==> src/hdl/bbml_cfg.svh <==
`ifndef BBML_CFG_SVH
`define BBML_CFG_SVH

// register byte offsets
`define BBML_ADDR_W 8
`define BBML_OFS_CMD_OUT 8'h00
`define BBML_OFS_DATA_IN 8'h04
`define BBML_OFS_STATUS 8'h08
`define BBML_OFS_INT_FLAG 8'h0C
`define BBML_OFS_INT_MASK 8'h10
`define BBML_OFS_CONFIG 8'h14
`define BBML_OFS_STATE 8'h18

// opcodes
`define BBML_OP_MBOX_INIT 8'h01
`define BBML_OP_BANK_ONE 8'h26
`define BBML_OP_BANK_TWO 8'h27
`define BBML_OP_EXT_INFO 8'h28
`define BBML_OP_MBOX_EN 8'h29

// interrupt flag register fields
`define BBML_IF_CMD_DONE 0
`define BBML_IF_INVALID 1
`define BBML_IF_MBOX_INIT 2
`define BBML_IF_ANY 7

// status register fields
`define BBML_ST_DIN_FULL 0
`define BBML_ST_BUSY 1
`define BBML_ST_IDLE 2

// result byte 0 field
`define BBML_EXT_XLAT_BIT 3

// switch window selector width and reset values
`define BBML_WIN_W 3
`define BBML_RST_BANK 1'b0
`define BBML_RST_LOCK 8'h00
`define BBML_RST_MASK 8'h00
`define BBML_RST_CONFIG 1'b0

`endif

==> src/hdl/bbml_pkg.sv <==
package bbml_pkg;

   typedef enum logic [1:0] {
      BBML_IDLE,
      BBML_PARAM,
      BBML_SEND0,
      BBML_SEND1
   } bbml_state_t;

endpackage : bbml_pkg

==> src/hdl/bbml_core.sv <==
// The implementer's own choices: strobed register access and the register addresses.
`timescale 1ns/10ps
`default_nettype none
`include "bbml_cfg.svh"

module bbml_core
(
   // clock and reset
   input wire logic clk_i,
   input wire logic reset_n_i,
   // register port
   input wire logic [`BBML_ADDR_W-1:0] addr_i,
   input wire logic [7:0] wdata_i,
   input wire logic wr_i,
   input wire logic rd_i,
   output logic [7:0] rdata_o,
   // configuration switches
   input wire logic [`BBML_WIN_W-1:0] win_sw_i,
   // rom window decode
   output logic [`BBML_WIN_W-1:0] rom_window_o,
   output logic rom_bank_o,
   // mailbox gate
   output logic mbox_init_en_o,
   output logic mbox_init_o,
   // interrupt
   output logic irq_o
);

   ////////////////////////////////////////////////////////////////////////
   // state

   bbml_pkg::bbml_state_t state;
   bbml_pkg::bbml_state_t next_state;
   logic [7:0] param0;
   logic param_cnt;
   logic [7:0] lock_code;
   logic [7:0] din_byte;
   logic din_full;
   logic [7:0] int_flag;
   logic [7:0] int_mask;
   logic ext_xlat;
   logic [`BBML_WIN_W-1:0] sw_meta;
   logic [`BBML_WIN_W-1:0] sw_sync;

   ////////////////////////////////////////////////////////////////////////
   // decode

   function automatic logic hit(input logic [`BBML_ADDR_W-1:0] a,
                                input logic [`BBML_ADDR_W-1:0] ofs);
      hit = (a == ofs);
   endfunction : hit

   wire cmd_wr = wr_i && hit(addr_i, `BBML_OFS_CMD_OUT);
   wire flag_wr = wr_i && hit(addr_i, `BBML_OFS_INT_FLAG);
   wire mask_wr = wr_i && hit(addr_i, `BBML_OFS_INT_MASK);
   wire cfg_wr = wr_i && hit(addr_i, `BBML_OFS_CONFIG);
   wire din_rd = rd_i && hit(addr_i, `BBML_OFS_DATA_IN);
   wire is_idle = (state == bbml_pkg::BBML_IDLE);
   wire locked = (lock_code != 8'h00);

   // opcode byte accepted only while idle
   wire op_take = cmd_wr && is_idle;
   wire op_b1 = op_take && (wdata_i == `BBML_OP_BANK_ONE);
   wire op_b2 = op_take && (wdata_i == `BBML_OP_BANK_TWO);
   wire op_info = op_take && (wdata_i == `BBML_OP_EXT_INFO);
   wire op_lock = op_take && (wdata_i == `BBML_OP_MBOX_EN);
   wire op_init = op_take && (wdata_i == `BBML_OP_MBOX_INIT);
   wire init_ok = op_init && !locked;
   wire op_bad = op_take && !(op_b1 || op_b2 || op_info || op_lock || init_ok);

   wire par_last = cmd_wr && (state == bbml_pkg::BBML_PARAM) && param_cnt;
   wire do_lock = par_last && param0[0];
   wire do_unlock = par_last && !param0[0] && (wdata_i == lock_code);
   wire info_done = din_rd && (state == bbml_pkg::BBML_SEND1) && din_full;

   wire [7:0] info0 = {4'h0, ext_xlat, 3'h0};
   wire [7:0] info1 = lock_code;

   ////////////////////////////////////////////////////////////////////////
   // events into the interrupt flag register

   wire quiet_done = op_b1 || op_b2;
   wire loud_done = par_last || info_done || init_ok;
   wire [7:0] ev;
   assign ev[`BBML_IF_CMD_DONE] = quiet_done || loud_done;
   assign ev[`BBML_IF_INVALID] = op_bad;
   assign ev[`BBML_IF_MBOX_INIT] = init_ok;
   assign ev[6:3] = 4'h0;
   assign ev[`BBML_IF_ANY] = loud_done || op_bad;

   // set wins over a same-cycle clear
   wire [7:0] clr = flag_wr ? wdata_i : 8'h00;
   wire [7:0] next_int_flag = (int_flag & ~clr) | ev;
   wire next_irq = next_int_flag[`BBML_IF_ANY] &&
                   ((next_int_flag[6:0] & int_mask[6:0]) != 7'h00);

   ////////////////////////////////////////////////////////////////////////
   // read mux

   wire [7:0] status = {5'h00, is_idle, !is_idle, din_full};
   wire [7:0] state_rd = {5'h00, locked, rom_bank_o, ext_xlat};
   logic [7:0] rd_mux;
   always_comb
   begin
      case (addr_i)
         `BBML_OFS_DATA_IN: rd_mux = din_byte;
         `BBML_OFS_STATUS: rd_mux = status;
         `BBML_OFS_INT_FLAG: rd_mux = int_flag;
         `BBML_OFS_INT_MASK: rd_mux = int_mask;
         `BBML_OFS_CONFIG: rd_mux = {7'h00, ext_xlat};
         `BBML_OFS_STATE: rd_mux = state_rd;
         default: rd_mux = 8'h00;
      endcase
   end

   ////////////////////////////////////////////////////////////////////////
   // command sequencer

   always_comb
   begin
      next_state = state;
      case (state)
         bbml_pkg::BBML_IDLE:
         begin
            if (op_lock)
               next_state = bbml_pkg::BBML_PARAM;
            else if (op_info)
               next_state = bbml_pkg::BBML_SEND0;
         end
         bbml_pkg::BBML_PARAM:
         begin
            if (par_last)
               next_state = bbml_pkg::BBML_IDLE;
         end
         bbml_pkg::BBML_SEND0:
         begin
            if (din_rd && din_full)
               next_state = bbml_pkg::BBML_SEND1;
         end
         bbml_pkg::BBML_SEND1:
         begin
            if (info_done)
               next_state = bbml_pkg::BBML_IDLE;
         end
         default: next_state = bbml_pkg::BBML_IDLE;
      endcase
   end

   always_ff @(posedge clk_i)
   begin
      if (!reset_n_i)
      begin
         state <= bbml_pkg::BBML_IDLE;
         param_cnt <= 1'b0;
         param0 <= 8'h00;
      end
      else
      begin
         state <= next_state;
         if (op_lock)
            param_cnt <= 1'b0;
         else if (cmd_wr && state == bbml_pkg::BBML_PARAM)
         begin
            param_cnt <= 1'b1;
            if (!param_cnt)
               param0 <= wdata_i;
         end
      end
   end

   ////////////////////////////////////////////////////////////////////////
   // data-in port

   always_ff @(posedge clk_i)
   begin
      if (!reset_n_i)
      begin
         din_byte <= 8'h00;
         din_full <= 1'b0;
      end
      else if (op_info)
      begin
         din_byte <= info0;
         din_full <= 1'b1;
      end
      else if (din_rd && din_full && state == bbml_pkg::BBML_SEND0)
      begin
         din_byte <= info1;
         din_full <= 1'b1;
      end
      else if (din_rd)
         din_full <= 1'b0;
   end

   ////////////////////////////////////////////////////////////////////////
   // bank, lock, config

   always_ff @(posedge clk_i)
   begin
      if (!reset_n_i)
      begin
         rom_bank_o <= `BBML_RST_BANK;
         lock_code <= `BBML_RST_LOCK;
         ext_xlat <= `BBML_RST_CONFIG;
      end
      else
      begin
         if (op_b1)
            rom_bank_o <= 1'b0;
         else if (op_b2)
            rom_bank_o <= 1'b1;
         // zero code would read back as unlocked, so the host avoids it
         if (do_lock)
            lock_code <= wdata_i;
         else if (do_unlock)
            lock_code <= 8'h00;
         if (cfg_wr)
            ext_xlat <= wdata_i[0];
      end
   end

   ////////////////////////////////////////////////////////////////////////
   // switch window, three-stage synchroniser

   always_ff @(posedge clk_i)
   begin
      if (!reset_n_i)
      begin
         sw_meta <= '0;
         sw_sync <= '0;
         rom_window_o <= '0;
      end
      else
      begin
         sw_meta <= win_sw_i;
         sw_sync <= sw_meta;
         rom_window_o <= sw_sync;
      end
   end

   ////////////////////////////////////////////////////////////////////////
   // interrupt flags, mask, bus read, outputs

   always_ff @(posedge clk_i)
   begin
      if (!reset_n_i)
      begin
         int_flag <= 8'h00;
         int_mask <= `BBML_RST_MASK;
         irq_o <= 1'b0;
         rdata_o <= 8'h00;
         mbox_init_en_o <= 1'b1;
         mbox_init_o <= 1'b0;
      end
      else
      begin
         int_flag <= next_int_flag;
         if (mask_wr)
            int_mask <= wdata_i;
         irq_o <= next_irq;
         rdata_o <= rd_i ? rd_mux : 8'h00;
         mbox_init_en_o <= (do_lock) ? 1'b0 :
                           (do_unlock) ? 1'b1 : mbox_init_en_o;
         mbox_init_o <= init_ok;
      end
   end

endmodule : bbml_core
`default_nettype wire

==> config.mk <==
export PLATFORM = sky130hd
export DESIGN_NAME = bbml_core
export DESIGN_NICKNAME = d
export VERILOG_FILES = /design/src/hdl/bbml_pkg.sv /design/src/hdl/bbml_core.sv
export VERILOG_INCLUDE_DIRS = /design/src /design/src/hdl
export SDC_FILE = /design/constraint.sdc
export NUM_CORES = 1
export LEC_CHECK = 0
export BUFFER_PORTS_ARGS = -buffer_cell sky130_fd_sc_hd__buf_2
export CAP_MARGIN = 5
export CORE_MARGIN = 2
export CORE_UTILIZATION = 55
export CTS_CLUSTER_SIZE = 28
export DETAILED_ROUTE_END_ITERATION = 6
export PLACE_DENSITY = 0.77
export SLEW_MARGIN = 20
export SYNTH_ARGS = -nofsm -noshare
export SYNTH_HDL_FRONTEND = slang
export SYNTH_SLANG_ARGS = --single-unit
==> constraint.sdc <==
create_clock -name clk_i -period 3.5 [get_ports clk_i]
set_input_delay 0.7 -clock clk_i [delete_from_list [all_inputs] [get_ports clk_i]]
set_output_delay 0.7 -clock clk_i [all_outputs]
set_load 0.01 [all_outputs]
After elaboration in Yosys (flattened, before gate mapping)
Index checks and enable logic that the tools add are counted.
{ "classes": {"n_eq_ne": 19, "muxes": 17, "n_bitwise": 7, "n_reduce_logical": 48} }
{ "ops": {"columns": ["cell", "count"], "rows": [
  ["8-bit case mux with 6 select lines", 1],
  ["8-bit by 6-bit == test with 1-bit output, second input constant", 4],
  ["8-bit by 5-bit == test with 1-bit output, second input constant", 3],
  ["8-bit 2-to-1 mux", 3],
  ["1-bit logical AND", 23],
  ["8-bit by 4-bit == test with 1-bit output, second input constant", 2],
  ["2-bit 2-to-1 mux", 5],
  ["8-bit bitwise AND", 1],
  ["8-bit by 1-bit == test with 1-bit output, second input constant", 1],
  ["8-bit by 3-bit == test with 1-bit output, second input constant", 1],
  ["8-bit == test", 1],
  ["8-bit logical NOT", 1],
  ["1-bit logical OR", 8],
  ["4-bit 2-to-1 mux", 2],
  ["8-bit NOT", 1],
  ["8-bit bitwise OR", 1],
  ["2-bit case mux with 4 select lines", 1],
  ["8-bit nonzero test", 1],
  ["7-bit bitwise AND", 1],
  ["7-bit nonzero test", 1],
  ["2-bit != test, second input constant", 3],
  ["2-bit OR reduction", 3],
  ["1-bit 2-to-1 mux", 5],
  ["2-bit == test, second input constant", 2],
  ["other kinds (10)", 16]
]} }
{ "totals": {"ff_bits": 59, "inputBits": 23, "output_inout_bits": 15, "wordCells": 109} }

Longest topological paths before layout
Gate-level depths: netlist of run 1.
{ "depth": {"ltp_word": 15, "mapped_depth": 8, "depth_no_buf": 5} }

Worst setup path after synthesis of run 1
OpenSTA, ideal clock, no wires.
{ "synth_timing": {"path_type": "input-to-reg", "startpoint": "input wdata_i[5]", "endpoint": "register din_byte[0]", "setup_time_ns": 0.120, "arrival_ns": 2.153, "t_required_ns": 3.380, "path_slack_ns": 1.227, "cell_stages": 5, "path_buffers": 1, "path_cell_list": "buf_2 -> or4b_2 -> or4_4 -> nand2_1 -> nor2_1"} }
{ "synth_between": {"elab_chain_cells": 3} }
{ "synth_rtl": {"columns": ["item", "line_no", "source"], "rows": [
  ["start: declaration", "bbml_core.sv:13", "input wire logic [7:0] wdata_i,"],
  ["8-bit by 6-bit == test with 1-bit output (no source line)", null, null],
  ["1-bit logical AND", "bbml_core.sv:65", "wire op_info = op_take && (wdata_i == `BBML_OP_EXT_INFO);"],
  ["2-bit OR reduction (no source line)", null, null],
  ["end signal: assignment", "bbml_core.sv:183", "din_byte <= info0;"],
  ["end signal: assignment", "bbml_core.sv:188", "din_byte <= info1;"],
  ["end: declaration", "bbml_core.sv:37", "logic [7:0] din_byte;"]
]} }
No other way between the ends.
A chain may end at the register's enable or synchronous reset.

Worst setup path after layout of run 1
{ "layout_timing": {"startpoint": "input addr_i[1]", "endpoint": "register int_mask[5]"} }
{ "layout_between": {"elab_chain_cells": 2} }
{ "layout_rtl": {"columns": ["item", "line_no", "source"], "rows": [
  ["start: declaration", "bbml_core.sv:12", "input wire logic [`BBML_ADDR_W-1:0] addr_i,"],
  ["8-bit by 5-bit == test with 1-bit output", "bbml_core.sv:50", "hit = (a == ofs);"],
  ["1-bit logical AND", "bbml_core.sv:55", "wire mask_wr = wr_i && hit(addr_i, `BBML_OFS_INT_MASK);"],
  ["end signal: assignment", "bbml_core.sv:249", "int_mask <= `BBML_RST_MASK;"],
  ["end signal: assignment", "bbml_core.sv:259", "int_mask <= wdata_i;"],
  ["end: declaration", "bbml_core.sv:40", "logic [7:0] int_mask;"]
]} }
No other way between the ends.

==> out/qor.yml, run 1 <==
clock-sinks: 59
netlist_top_cells_count: "dfxtp_1 (59), nand2_1 (35), a21oi_1 (28), nor2_1 (26), nand3_1 (24)"
power.density_nw_per_um2: 425
yosysWarnings: 0
critical-path-max-stage-delay_ns: 0.61
vias_per_cell: 5.90
fin_area_sq_um: 3030
postPlaceCellArea_sq_um: 2860
synth_flop_cell: "dfxtp_1"
grt_pass1_wl_microns: 10700
hpwl_microns: 4530
cp_max_fo: 16
port_buffers: 37
clockRootBuffer: "clkbuf_8"
syn_avg_cell_area_sq_um: 8.79
yosysMostFrequentCell: "dfxtp_1"
ys_top_cells_by_area: "dfxtp_1 (44%), a21oi_1 (5.2%), nand2_1 (4.8%)"
synthCells: 308
tightest_slew_ns: 0.767
core-area_sq_um: 4720
grt_util_all_layers_pct: 26.1
grt_pass1_vias: 2236
ys_types: 53
cts_max_level: 3
antennaDiodeCount: 0
drt_first_pass_iters: 5
finalSetupViolCount: 0
synth_top_area_share_pct: 43.6
period_share_pct: 64.5
period_needed_ns: 2.26
clock_latency_ns: 0.35
die_width_microns: 74.2
synth-async-reset-ratio_pct: 0
area_delta_synth_final_pct: 11.7
holdBufCountCts: 0
wl_per_cell_microns: 16.0
hold_viol: 0
cap_violations: 0
path_cells: "buf_2, or4_4, and4bb_2, nand2_1, nand2_1, a21oi_1"
drtAntennaViolNets: 0
drc_errors: 0
first_iter_violations: 299
cpMaxStageDelayCell: "or4_4"
cp.arrival_ns: 2.46
status: "finished clean"
cts_inserted_buffers: 9
path_clk_slew_ns: 0.06
ys_ff_latch: 59
skew_ns: 0.00814
p_leak_nw: 1.13
row_count: 25
clock_path_buffers: 2
grt_start_max_net_pins: 27
slew_headroom_pct: 48.6
startpoint_type: "primary input"
synth.cell_area_sq_um: 2710
fp.dieArea_sq_um: 5500
nNetsFinal: 363
max_freq_mhz: 443
netlist.top_cell.by_area: "dfxtp_1"
drive_above_1_share_pct: 20.7
start_util_pct: 57.4
crit_path_frequent_cell: "nand2_1"
hold_class: "reg -> reg"
max-vdd-ir-drop_uv: 261
cts_resized: 0
vias: 2420
syn-num-nets: 331
antenna_found_initial: 0
die_h_microns: 74.2
crit_type: "in -> reg"
cts_tree: "built"
grt.overflow.total: 0
cp-end-kind: "register"
postCtsSetupBuffers: 0
critPathRequiredTime_ns: 3.70
wl_microns: 6540
ys_seq_area_share_pct: 43.6
boundaryPins: 38
synth_edf_count: 0
tns_ns: 0
slew_violations: 0
place_congestion: 0.937
rsz0062_at_grt: "no"
[cells by family after synthesis]
kind of cell	synth area share [%]
xor gates and xnor gates	2.59
muxes	6.19
and+or+nand+nor	27.5
AOI/OAI and AO/OA	14.3
DFF	43.6
buffers and inverters	5.82
[worst max-delay path, delay by kind of cell]
family | cells | cell delay, ns
AND/OR/NAND/NOR | 4 | 1.60
buffers and inverters | 1 | 0.10
AO/OA/AOI/OAI | 1 | 0.06
[placed cells by master, fill, tap and decap left out, drive strengths merged, types with 3 or more instances in the layout]
master / instances
nand3: 24
nor4: 8
and2: 9
and3: 5
nand4: 6
or3b: 3
nor2b: 3
nor2: 26
a21oi: 28
a22oi: 6
a311oi: 3
inv: 4
clkbuf: 11
nand2: 35
clkinv: 4
dfxtp: 59
o21ai: 8
xor2: 8
a21boi: 4
nor3: 10
mux2i: 10
buf: 39
mux2: 6
[stage by stage]
| step | instances | hold WS (ns) | utilization, % | power, mW | worst slack, ns |
|---|---|---|---|---|---|
| global route | 410 | 0.453 | 64.1 | 1.33 | 1.15 |
| detailed placement | 396 | 0.423 | 60.6 | 0.763 | 0.911 |
| finish | 410 | 0.433 | 64.1 | 1.29 | 1.24 |
| CTS | 410 | 0.439 | 64.1 | 1.30 | 1.27 |
| floorplan | 308 | 0.412 | - | 0.739 | 1.23 |
| global placement | 396 | 0.413 | 60.6 | 0.762 | 0.922 |
[path summary, 6_finish.rpt]
path / from / to / slack [ns] / cells past startpoint
max: addr_i[1] / int_mask[5] / 1.24 / 6
min: sw_meta[0] / sw_sync[0] / 0.43 / 1
max reg2reg: state[1] / irq_o / 1.48 / 5
min reg2reg: sw_meta[0] / sw_sync[0] / 0.43 / 1
[layer usage]
| layer | wire [microns] | up-vias | track usage, % | share of wire, % |
|---|---|---|---|---|
| met2 | 3030 | 110 | 41.2 | 46 |
| met4 | 113 | 0 | 9.90 | 1.7 |
| met3 | 554 | 15 | 9.08 | 8.5 |
| met1 | 2840 | 1129 | 33.1 | 43 |
| li1 | - | 1166 | - | - |
| met5 | 0 | - | 0 | 0 |
[sequential cells by signal (all words and copies together) (netlist names), 2 cells and up]
| signal | cells |
|---|---|
| din_byte | 8 |
| info1 | 8 |
| int_flag | 8 |
| int_mask | 8 |
| rdata_o | 8 |
| rom_window_o | 3 |
| state | 2 |
| sw_meta | 3 |
| sw_sync | 3 |
[final cells by class]
type | count | area, sq um
Sequential cell | 59 | 1180
Tap cell | 67 | 83.8
Multi-Input combinational cell | 226 | 1380
Timing Repair Buffer | 39 | 200
Clock buffer | 11 | 151
Fill cell | 426 | 1700
Clock inverter | 3 | 15.0
Inverter | 5 | 18.8
[where the power goes]
part,internal (mW),switching (mW)
clock,0.283,0.253
combinational,0.0230,0.0502
sequential,0.676,0.000954
Power figures use the tool's default switching activity.
==> run 2, diff against run 1 <==
--- a/config.mk
+++ b/config.mk
@@ -6,13 +6,14 @@
 export SDC_FILE = /design/constraint.sdc
 export NUM_CORES = 1
 export LEC_CHECK = 0
+export ABC_AREA = 1
 export BUFFER_PORTS_ARGS = -buffer_cell sky130_fd_sc_hd__buf_2
 export CAP_MARGIN = 5
 export CORE_MARGIN = 2
-export CORE_UTILIZATION = 55
+export CORE_UTILIZATION = 51
 export CTS_CLUSTER_SIZE = 28
 export DETAILED_ROUTE_END_ITERATION = 6
-export PLACE_DENSITY = 0.77
+export PLACE_DENSITY = 0.75
 export SLEW_MARGIN = 20
 export SYNTH_ARGS = -nofsm -noshare
 export SYNTH_HDL_FRONTEND = slang
==> constraint.sdc (replaced) <==
create_clock -name clk_i -period 1.9 [get_ports clk_i]
set_input_delay 0.38 -clock clk_i [delete_from_list [all_inputs] [get_ports clk_i]]
set_output_delay 0.38 -clock clk_i [all_outputs]
set_load 0.01 [all_outputs]
==> run 2 against run 1 <==
- final area grew 8.8%
- highest routed layer unchanged
- critical endpoint is now irq_o
- hold slack lost 0.22 ns
- largest cell class unchanged
- sequential power grew 85%
- non-clock buffer count grew 6
- first-iteration DRC count is the same
- clock skew shrank 0.0031 ns
==> out/qor.yml, run 2 <==
status: "finished clean"  # unchanged
ys_seq_area_share_pct: 42.2  # was 43.6%
slew_headroom_pct: 72.3  # was 48.6%
wl_per_cell_microns: 13.3  # was 16.0 microns
synthCells: 394  # was 308
synth_flop_cell: "dfxtp_1"  # unchanged
fp.dieArea_sq_um: 6100  # was 5500 sq um
drt_first_pass_iters: 5  # unchanged
finalSetupViolCount: 0  # unchanged
wl_microns: 6870  # was 6540 microns
path_clk_slew_ns: 0.07  # was 0.06 ns
vias: 2707  # was 2,420
ys_top_cells_by_area: "dfxtp_1 (42%), nand2_1 (12%), inv_1 (7.1%)"  # was dfxtp_1 (44%), a21oi_1 (5.2%), nand2_1 (4.8%)
place_inst: 502  # was 396
holdBufCountCts: 0  # unchanged
first_iter_violations: 299  # unchanged
critical-path-max-stage-delay_ns: 0.33  # was 0.61 ns
die_width_microns: 78.1  # was 74.2 microns
synth_edf_count: 0  # unchanged
max-vdd-ir-drop_uv: 445  # was 261 uV
clock_path_buffers: 2  # unchanged
syn-num-nets: 417  # was 331
crit_path_end: "irq_o"  # was int_mask[5]
place_congestion: 0.869  # was 0.937
grt.overflow.total: 0  # unchanged
ys_types: 31  # was 53
nFillCells: 492  # was 426
area_delta_synth_final_pct: 17.6  # was 11.7%
slew_violations: 0  # unchanged
grt_pass1_wl_microns: 11600  # was 10,700 microns
cp_num_buf_inv: 2  # was 1
clock-sinks: 59  # unchanged
cts_max_level: 3  # unchanged
swShare_pct: 24.2  # was 23.7%
yosysMostFrequentCell: "nand2_1"  # was dfxtp_1
core-area_sq_um: 5200  # was 4720 sq um
crit_path_frequent_cell: "nand2_1"  # unchanged
cts_inserted_buffers: 9  # unchanged
clockRootBuffer: "clkbuf_8"  # unchanged
clock_latency_ns: 0.34  # was 0.35 ns
startpoint_type: "register"  # was primary input
cts_tree: "built"  # unchanged
netSwitchingPower_mw: 0.617  # was 0.305 mW
cp_max_fo: 6  # was 16
synth_top_area_share_pct: 42.2  # was 43.6%
tightest_slew_ns: 0.415  # was 0.767 ns
power_frac_seq_pct: 48.9  # was 52.6%
netlist.top_cell.by_area: "dfxtp_1"  # unchanged
cpMaxStageDelayCell: "dfxtp_1"  # was or4_4
antennaDiodeCount: 0  # unchanged
nNetsFinal: 466  # was 363
syn_avg_cell_area_sq_um: 7.11  # was 8.79 sq um
antenna_found_initial: 0  # unchanged
r2r_setup_slack_ns: 0.31  # was 1.48 ns
synth-async-reset-ratio_pct: 0  # unchanged
drtAntennaViolNets: 0  # unchanged
drive_above_1_share_pct: 21.2  # was 20.7%
cap_violations: 0  # unchanged
hpwl_microns: 5180  # was 4530 microns
period_needed_ns: 1.59
p_int_mw: 1.93  # was 0.982 mW
row_count: 26  # was 25
port_buffers: 37  # unchanged
grt_start_max_net_pins: 18  # was 27
synth.cell_area_sq_um: 2800  # was 2710 sq um
path_cells: "inv_1, nand2_1, nor3_4, o21ai_1, nand3_1, nand2_1, nor2_2, nor2_2, nand2_1, inv_1"  # was buf_2, or4_4, and4bb_2, nand2_1, nand2_1, a21oi_1
crit_start: "state[0]"  # was addr_i[1]
postCtsSetupBuffers: 0  # unchanged
p_leak_nw: 1.49  # was 1.13 nW
start_util_pct: 53.8  # was 57.4%
netlist_top_cells_count: "nand2_1 (92), dfxtp_1 (59), inv_1 (53), nor2_1 (45), a21oi_1 (29)"  # was dfxtp_1 (59), nand2_1 (35), a21oi_1 (28), nor2_1 (26), nand3_1 (24)
drc_errors: 0  # unchanged
cp_num_cells: 10  # was 6
final_cell_mix: "nand2_1 (92), dfxtp_1 (59), inv_1 (53)"  # was dfxtp_1 (59), buf_2 (37), nand2_1 (35)
cp.arrival_ns: 1.84  # was 2.46 ns
regToRegEndpoint: "irq_o"  # unchanged
path_delay_family: "simple AND/OR/NAND/NOR gates"  # unchanged
critPathRequiredTime_ns: 2.15  # was 3.70 ns
p_comb_share_pct: 5.4  # was 5.7%
boundaryPins: 38  # unchanged
power_mw: 2.55  # was 1.29 mW
power.density_nw_per_um2: 773  # was 425 nW/um^2
ys_ff_latch: 59  # unchanged
skew_ns: 0.00505  # was 0.00814 ns
hold_viol: 0  # unchanged
grt_pass1_vias: 2506  # was 2,236
multiInputGateArea_sq_um: 1360  # was 1380 sq um
reg2reg_from: "state[0]"  # was state[1]
r2r_cells: 10  # was 5
tns_ns: 0  # unchanged
cp-end-kind: "register"  # unchanged
hold_class: "in -> reg"  # was reg -> reg
final_common_cell: "nand2_1"  # was dfxtp_1
pwr-share-clk_pct: 45.7  # was 41.7%
yosysWarnings: 0  # unchanged
rsz0062_at_grt: "no"  # unchanged
instances_no_fill: 518  # was 410
cts_resized: 0  # unchanged
seq_area_sq_um: 1180  # unchanged
crit_type: "reg -> reg"  # was in -> reg
die_h_microns: 78.1  # was 74.2 microns
grt_util_all_layers_pct: 24.4  # was 26.1%
period_share_pct: 83.5
vias_per_cell: 5.23  # was 5.90
max_freq_mhz: 630
==> run 2: cells by family (layout without fill, tap and decap cells) <==
| kind of cell | after synthesis | in the layout | synth area share [%] |
|---|---|---|---|
| buffers and inverters | 66 | 120 | 9.38 |
| AO/OA/AOI/OAI | 69 | 69 | 14.9 |
| XOR/XNOR | 4 | 4 | 1.25 |
| flip-flops | 59 | 59 | 42.2 |
| AND/OR/NAND/NOR | 196 | 196 | 32.3 |
==> run 2: final cells by class <==
type | instances | share of cell area, %
flip-flops and latches | 59 | 35.9
well taps | 70 | 2.66
multi-input cells | 269 | 41.2
inverters | 59 | 6.72
clock inverters | 6 | 1.94
repair buffers | 45 | 7.44
clock buffers | 10 | 4.18
==> run 2: how the worst min path moves through the flow <==
| stage | slack [ns] | cells after the start | endpoint | start |
|---|---|---|---|---|
| 3_3_place_gp | 0.39 | 2 | rom_window_o[0] | sw_sync[0] |
| 4_1_cts | 0.20 | 3 | sw_meta[0] | win_sw_i[0] |
| 3_5_place_dp | 0.40 | 2 | sw_sync[1] | sw_meta[1] |
| 5_1_grt | 0.22 | 3 | sw_meta[0] | win_sw_i[0] |
| 2_1_floorplan | 0.39 | 2 | rom_window_o[0] | sw_sync[0] |
| 6_report | 0.21 | 3 | sw_meta[0] | win_sw_i[0] |
==> run 2: power groups by stage <==
stage	clock [mW]	combinational [mW]	sequential [mW]
6_report	1.16	0.138	1.25
5_1_grt	1.24	0.152	1.25
4_1_cts	1.18	0.137	1.25
3_5_place_dp	0	0.136	1.27
3_3_place_gp	0	0.133	1.27
2_1_floorplan	0	0.0694	1.28
==> run 2: per-stage QoR <==
step,util (%),worst slack [ns],area [sq um],hold slack [ns]
after floorplan,-,0.411,2800,0.390
after global placement,59.4,0.0710,3090,0.392
final,63.3,0.314,3290,0.213
after CTS,63.3,0.322,3290,0.203
after detailed placement,59.4,0.0814,3090,0.403
after global routing,63.3,0.126,3290,0.224
==> run 2: layer usage <==
metal,track usage (%),wire length (microns)
met3,4.71,461
met2,38.1,3120
met5,0,0
met1,32.7,3140
met4,11.6,148
==> run 2: worst register-to-register path, stage by stage, from the launching register on <==
cell and delay (ns):
dfxtp_1 0.33, inv_1 0.11, nand2_1 0.16, nor3_4 0.32, o21ai_1 0.12, nand3_1 0.13
nand2_1 0.08, nor2_2 0.09, nor2_2 0.04, nand2_1 0.06, inv_1 0.03
==> run 3, diff against run 2 <==
--- a/config.mk
+++ b/config.mk
@@ -10,10 +10,10 @@
 export BUFFER_PORTS_ARGS = -buffer_cell sky130_fd_sc_hd__buf_2
 export CAP_MARGIN = 5
 export CORE_MARGIN = 2
-export CORE_UTILIZATION = 51
+export CORE_UTILIZATION = 55
 export CTS_CLUSTER_SIZE = 28
 export DETAILED_ROUTE_END_ITERATION = 6
-export PLACE_DENSITY = 0.75
+export PLACE_DENSITY = 0.77
 export SLEW_MARGIN = 20
 export SYNTH_ARGS = -nofsm -noshare
 export SYNTH_HDL_FRONTEND = slang
==> constraint.sdc (replaced) <==
create_clock -name clk_i -period 1.6 [get_ports clk_i]
set_input_delay 0.32 -clock clk_i [delete_from_list [all_inputs] [get_ports clk_i]]
set_output_delay 0.32 -clock clk_i [all_outputs]
set_load 0.01 [all_outputs]
==> run 3 against run 2 <==
- clock power rose by 32%
- via count rose by 2.6%
- critical path type unchanged
- total power rose by 26%
- count of clock-buffer cells in the layout rose by 2
- core utilization rose by 9.8 points
==> out/qor.yml, run 3 (synthesis results as in run 2) <==
status: "finished clean"  # unchanged
tightest_slew_ns: 0.300  # was 0.415 ns
cts_tree: "built"  # unchanged
cap_violations: 0  # unchanged
place_inst: 525  # was 502
hp-start: "win_sw_i[1]"  # was win_sw_i[0]
grt_pass1_wl_microns: 12100  # was 11,600 microns
clockRootBuffer: "clkbuf_8"  # unchanged
cp.arrival_ns: 1.73  # was 1.84 ns
antenna_found_initial: 0  # unchanged
period_needed_ns: 1.49  # was 1.59 ns
first_iter_violations: 209  # was 299
slew_headroom_pct: 80.0  # was 72.3%
final_cell_mix: "nand2_1 (91), dfxtp_1 (59), inv_1 (53)"  # was nand2_1 (92), dfxtp_1 (59), inv_1 (53)
drt_first_pass_iters: 5  # unchanged
regToRegEndpoint: "irq_o"  # unchanged
slew_violations: 0  # unchanged
min_to: "sw_meta[1]"  # was sw_meta[0]
holdPathStages: 3  # unchanged
r2r_cells: 11  # was 10
tns_ns: 0  # unchanged
start_util_pct: 58.2  # was 53.8%
nFillCells: 405  # was 492
drtAntennaViolNets: 0  # unchanged
reg2reg_from: "info1[6]"  # was state[0]
grt_util_all_layers_pct: 28.3  # was 24.4%
power_mw: 3.20  # was 2.55 mW
finalSetupViolCount: 0  # unchanged
hold_class: "in -> reg"  # unchanged
place_congestion: 0.890  # was 0.869
drc_errors: 0  # unchanged
hpwl_microns: 5290  # was 5180 microns
nNetsFinal: 493  # was 466
die_h_microns: 75.4  # was 78.1 microns
crit_type: "reg -> reg"  # unchanged
core-area_sq_um: 4820  # was 5200 sq um
wl_microns: 7030  # was 6870 microns
grt.overflow.total: 0  # unchanged
die_width_microns: 75.4  # was 78.1 microns
cp_max_fo: 4  # was 6
hold_viol: 0  # unchanged
wl_per_cell_microns: 13.0  # was 13.3 microns
period_share_pct: 93.4  # was 83.5%
boundaryPins: 38  # unchanged
skew_ns: 0.00891  # was 0.00505 ns
max_freq_mhz: 669  # was 630 MHz
port_buffers: 37  # unchanged
vias_per_cell: 5.13  # was 5.23
cp-end-kind: "register"  # unchanged
critPathRequiredTime_ns: 1.84  # was 2.15 ns
cts_max_level: 3  # unchanged
fin_util_pct: 73.1  # was 63.3%
grt_pass1_vias: 2664  # was 2,506
clock_latency_ns: 0.34  # about the same
area_delta_synth_final_pct: 25.7  # was 17.6%
max-vdd-ir-drop_uv: 709  # was 445 uV
cts_inserted_buffers: 9  # unchanged
r2r_setup_slack_ns: 0.11  # was 0.31 ns
power.density_nw_per_um2: 908  # was 773 nW/um^2
p_leak_nw: 1.64  # was 1.49 nW
fp.dieArea_sq_um: 5680  # was 6100 sq um
vias: 2778  # was 2,707
antennaDiodeCount: 0  # unchanged
row_count: 25  # was 26
instances_no_fill: 542  # was 518
grt_start_max_net_pins: 23  # was 18
startpoint_type: "register"  # unchanged
final_common_cell: "nand2_1"  # unchanged
path_clk_slew_ns: 0.07  # about the same
clock_path_buffers: 2  # unchanged
drive_above_1_share_pct: 25.7  # was 21.2%
clock-sinks: 59  # unchanged
==> run 3: area by class of cell <==
type	count	area (sq um)	share of cell area, %
inverters	59	221	6.29
well taps	67	83.8	2.38
flip-flops and latches	59	1180	33.5
repair buffers	72	448	12.7
clock buffers	12	155	4.40
multi-input cells	269	1360	38.6
clock inverters	4	72.6	2.06
==> run 3: power breakdown <==
part / leakage (nW) / internal (mW) / switching [mW]
combinational: 1.05 / 0.0726 / 0.111
clock: 0.113 / 0.959 / 0.574
sequential: 0.477 / 1.48 / 0.00266
==> run 3: how the worst max path moves through the flow <==
stage | from | endpoint | slack (ns) | cells past startpoint
floorplan | addr_i[1] | mbox_init_en_o | 0.17 | 8
global placement | addr_i[1] | irq_o | -0.09 | 11
detailed placement | addr_i[7] | irq_o | -0.14 | 11
CTS | state[0] | irq_o | 0.04 | 9
global route | state[0] | irq_o | -0.003 | 10
finish | info1[6] | irq_o | 0.11 | 11
==> run 3: metrics by stage <==
step / hold WS, ns / instance area [sq um] / setup WS [ns]
floorplan: 0.390 / 2800 / 0.171
global placement: 0.393 / 3280 / -0.0921
detailed placement: 0.402 / 3280 / -0.137
CTS: 0.149 / 3510 / 0.0412
global route: 0.152 / 3520 / -0.00302
finish: 0.160 / 3520 / 0.106
==> run 3: critical path: stages (launching register included) <==
cell,delay (ns)
dfxtp_1,0.40
inv_1,0.08
nand2_1,0.06
nor2_1,0.04
nand2_1,0.10
nor2_1,0.08
nand2_2,0.10
nand3_1,0.17
o21ai_1,0.19
nand3_1,0.09
nand2_1,0.06
inv_1,0.03
==> run 3: routing by layer <==
layer | vias up | global-route usage (%) | routed length (microns)
li1 | 1416 | - | -
met1 | 1256 | 36.1 | 3100
met2 | 98 | 45.7 | 3360
met3 | 8 | 9.79 | 512
met4 | 0 | 8.19 | 61
met5 | - | 0 | 0
==> run 3: timing repair <==
| item | in CTS | in global routing |
|---|---|---|
| gates resized for setup | 0 | 2 |
| buffers inserted | 0 | 1 |
| endpoints found under the hold margin | 0 | 0 |
| setup endpoints to repair | 0 | 11 |
| hold buffers | 0 | 0 |
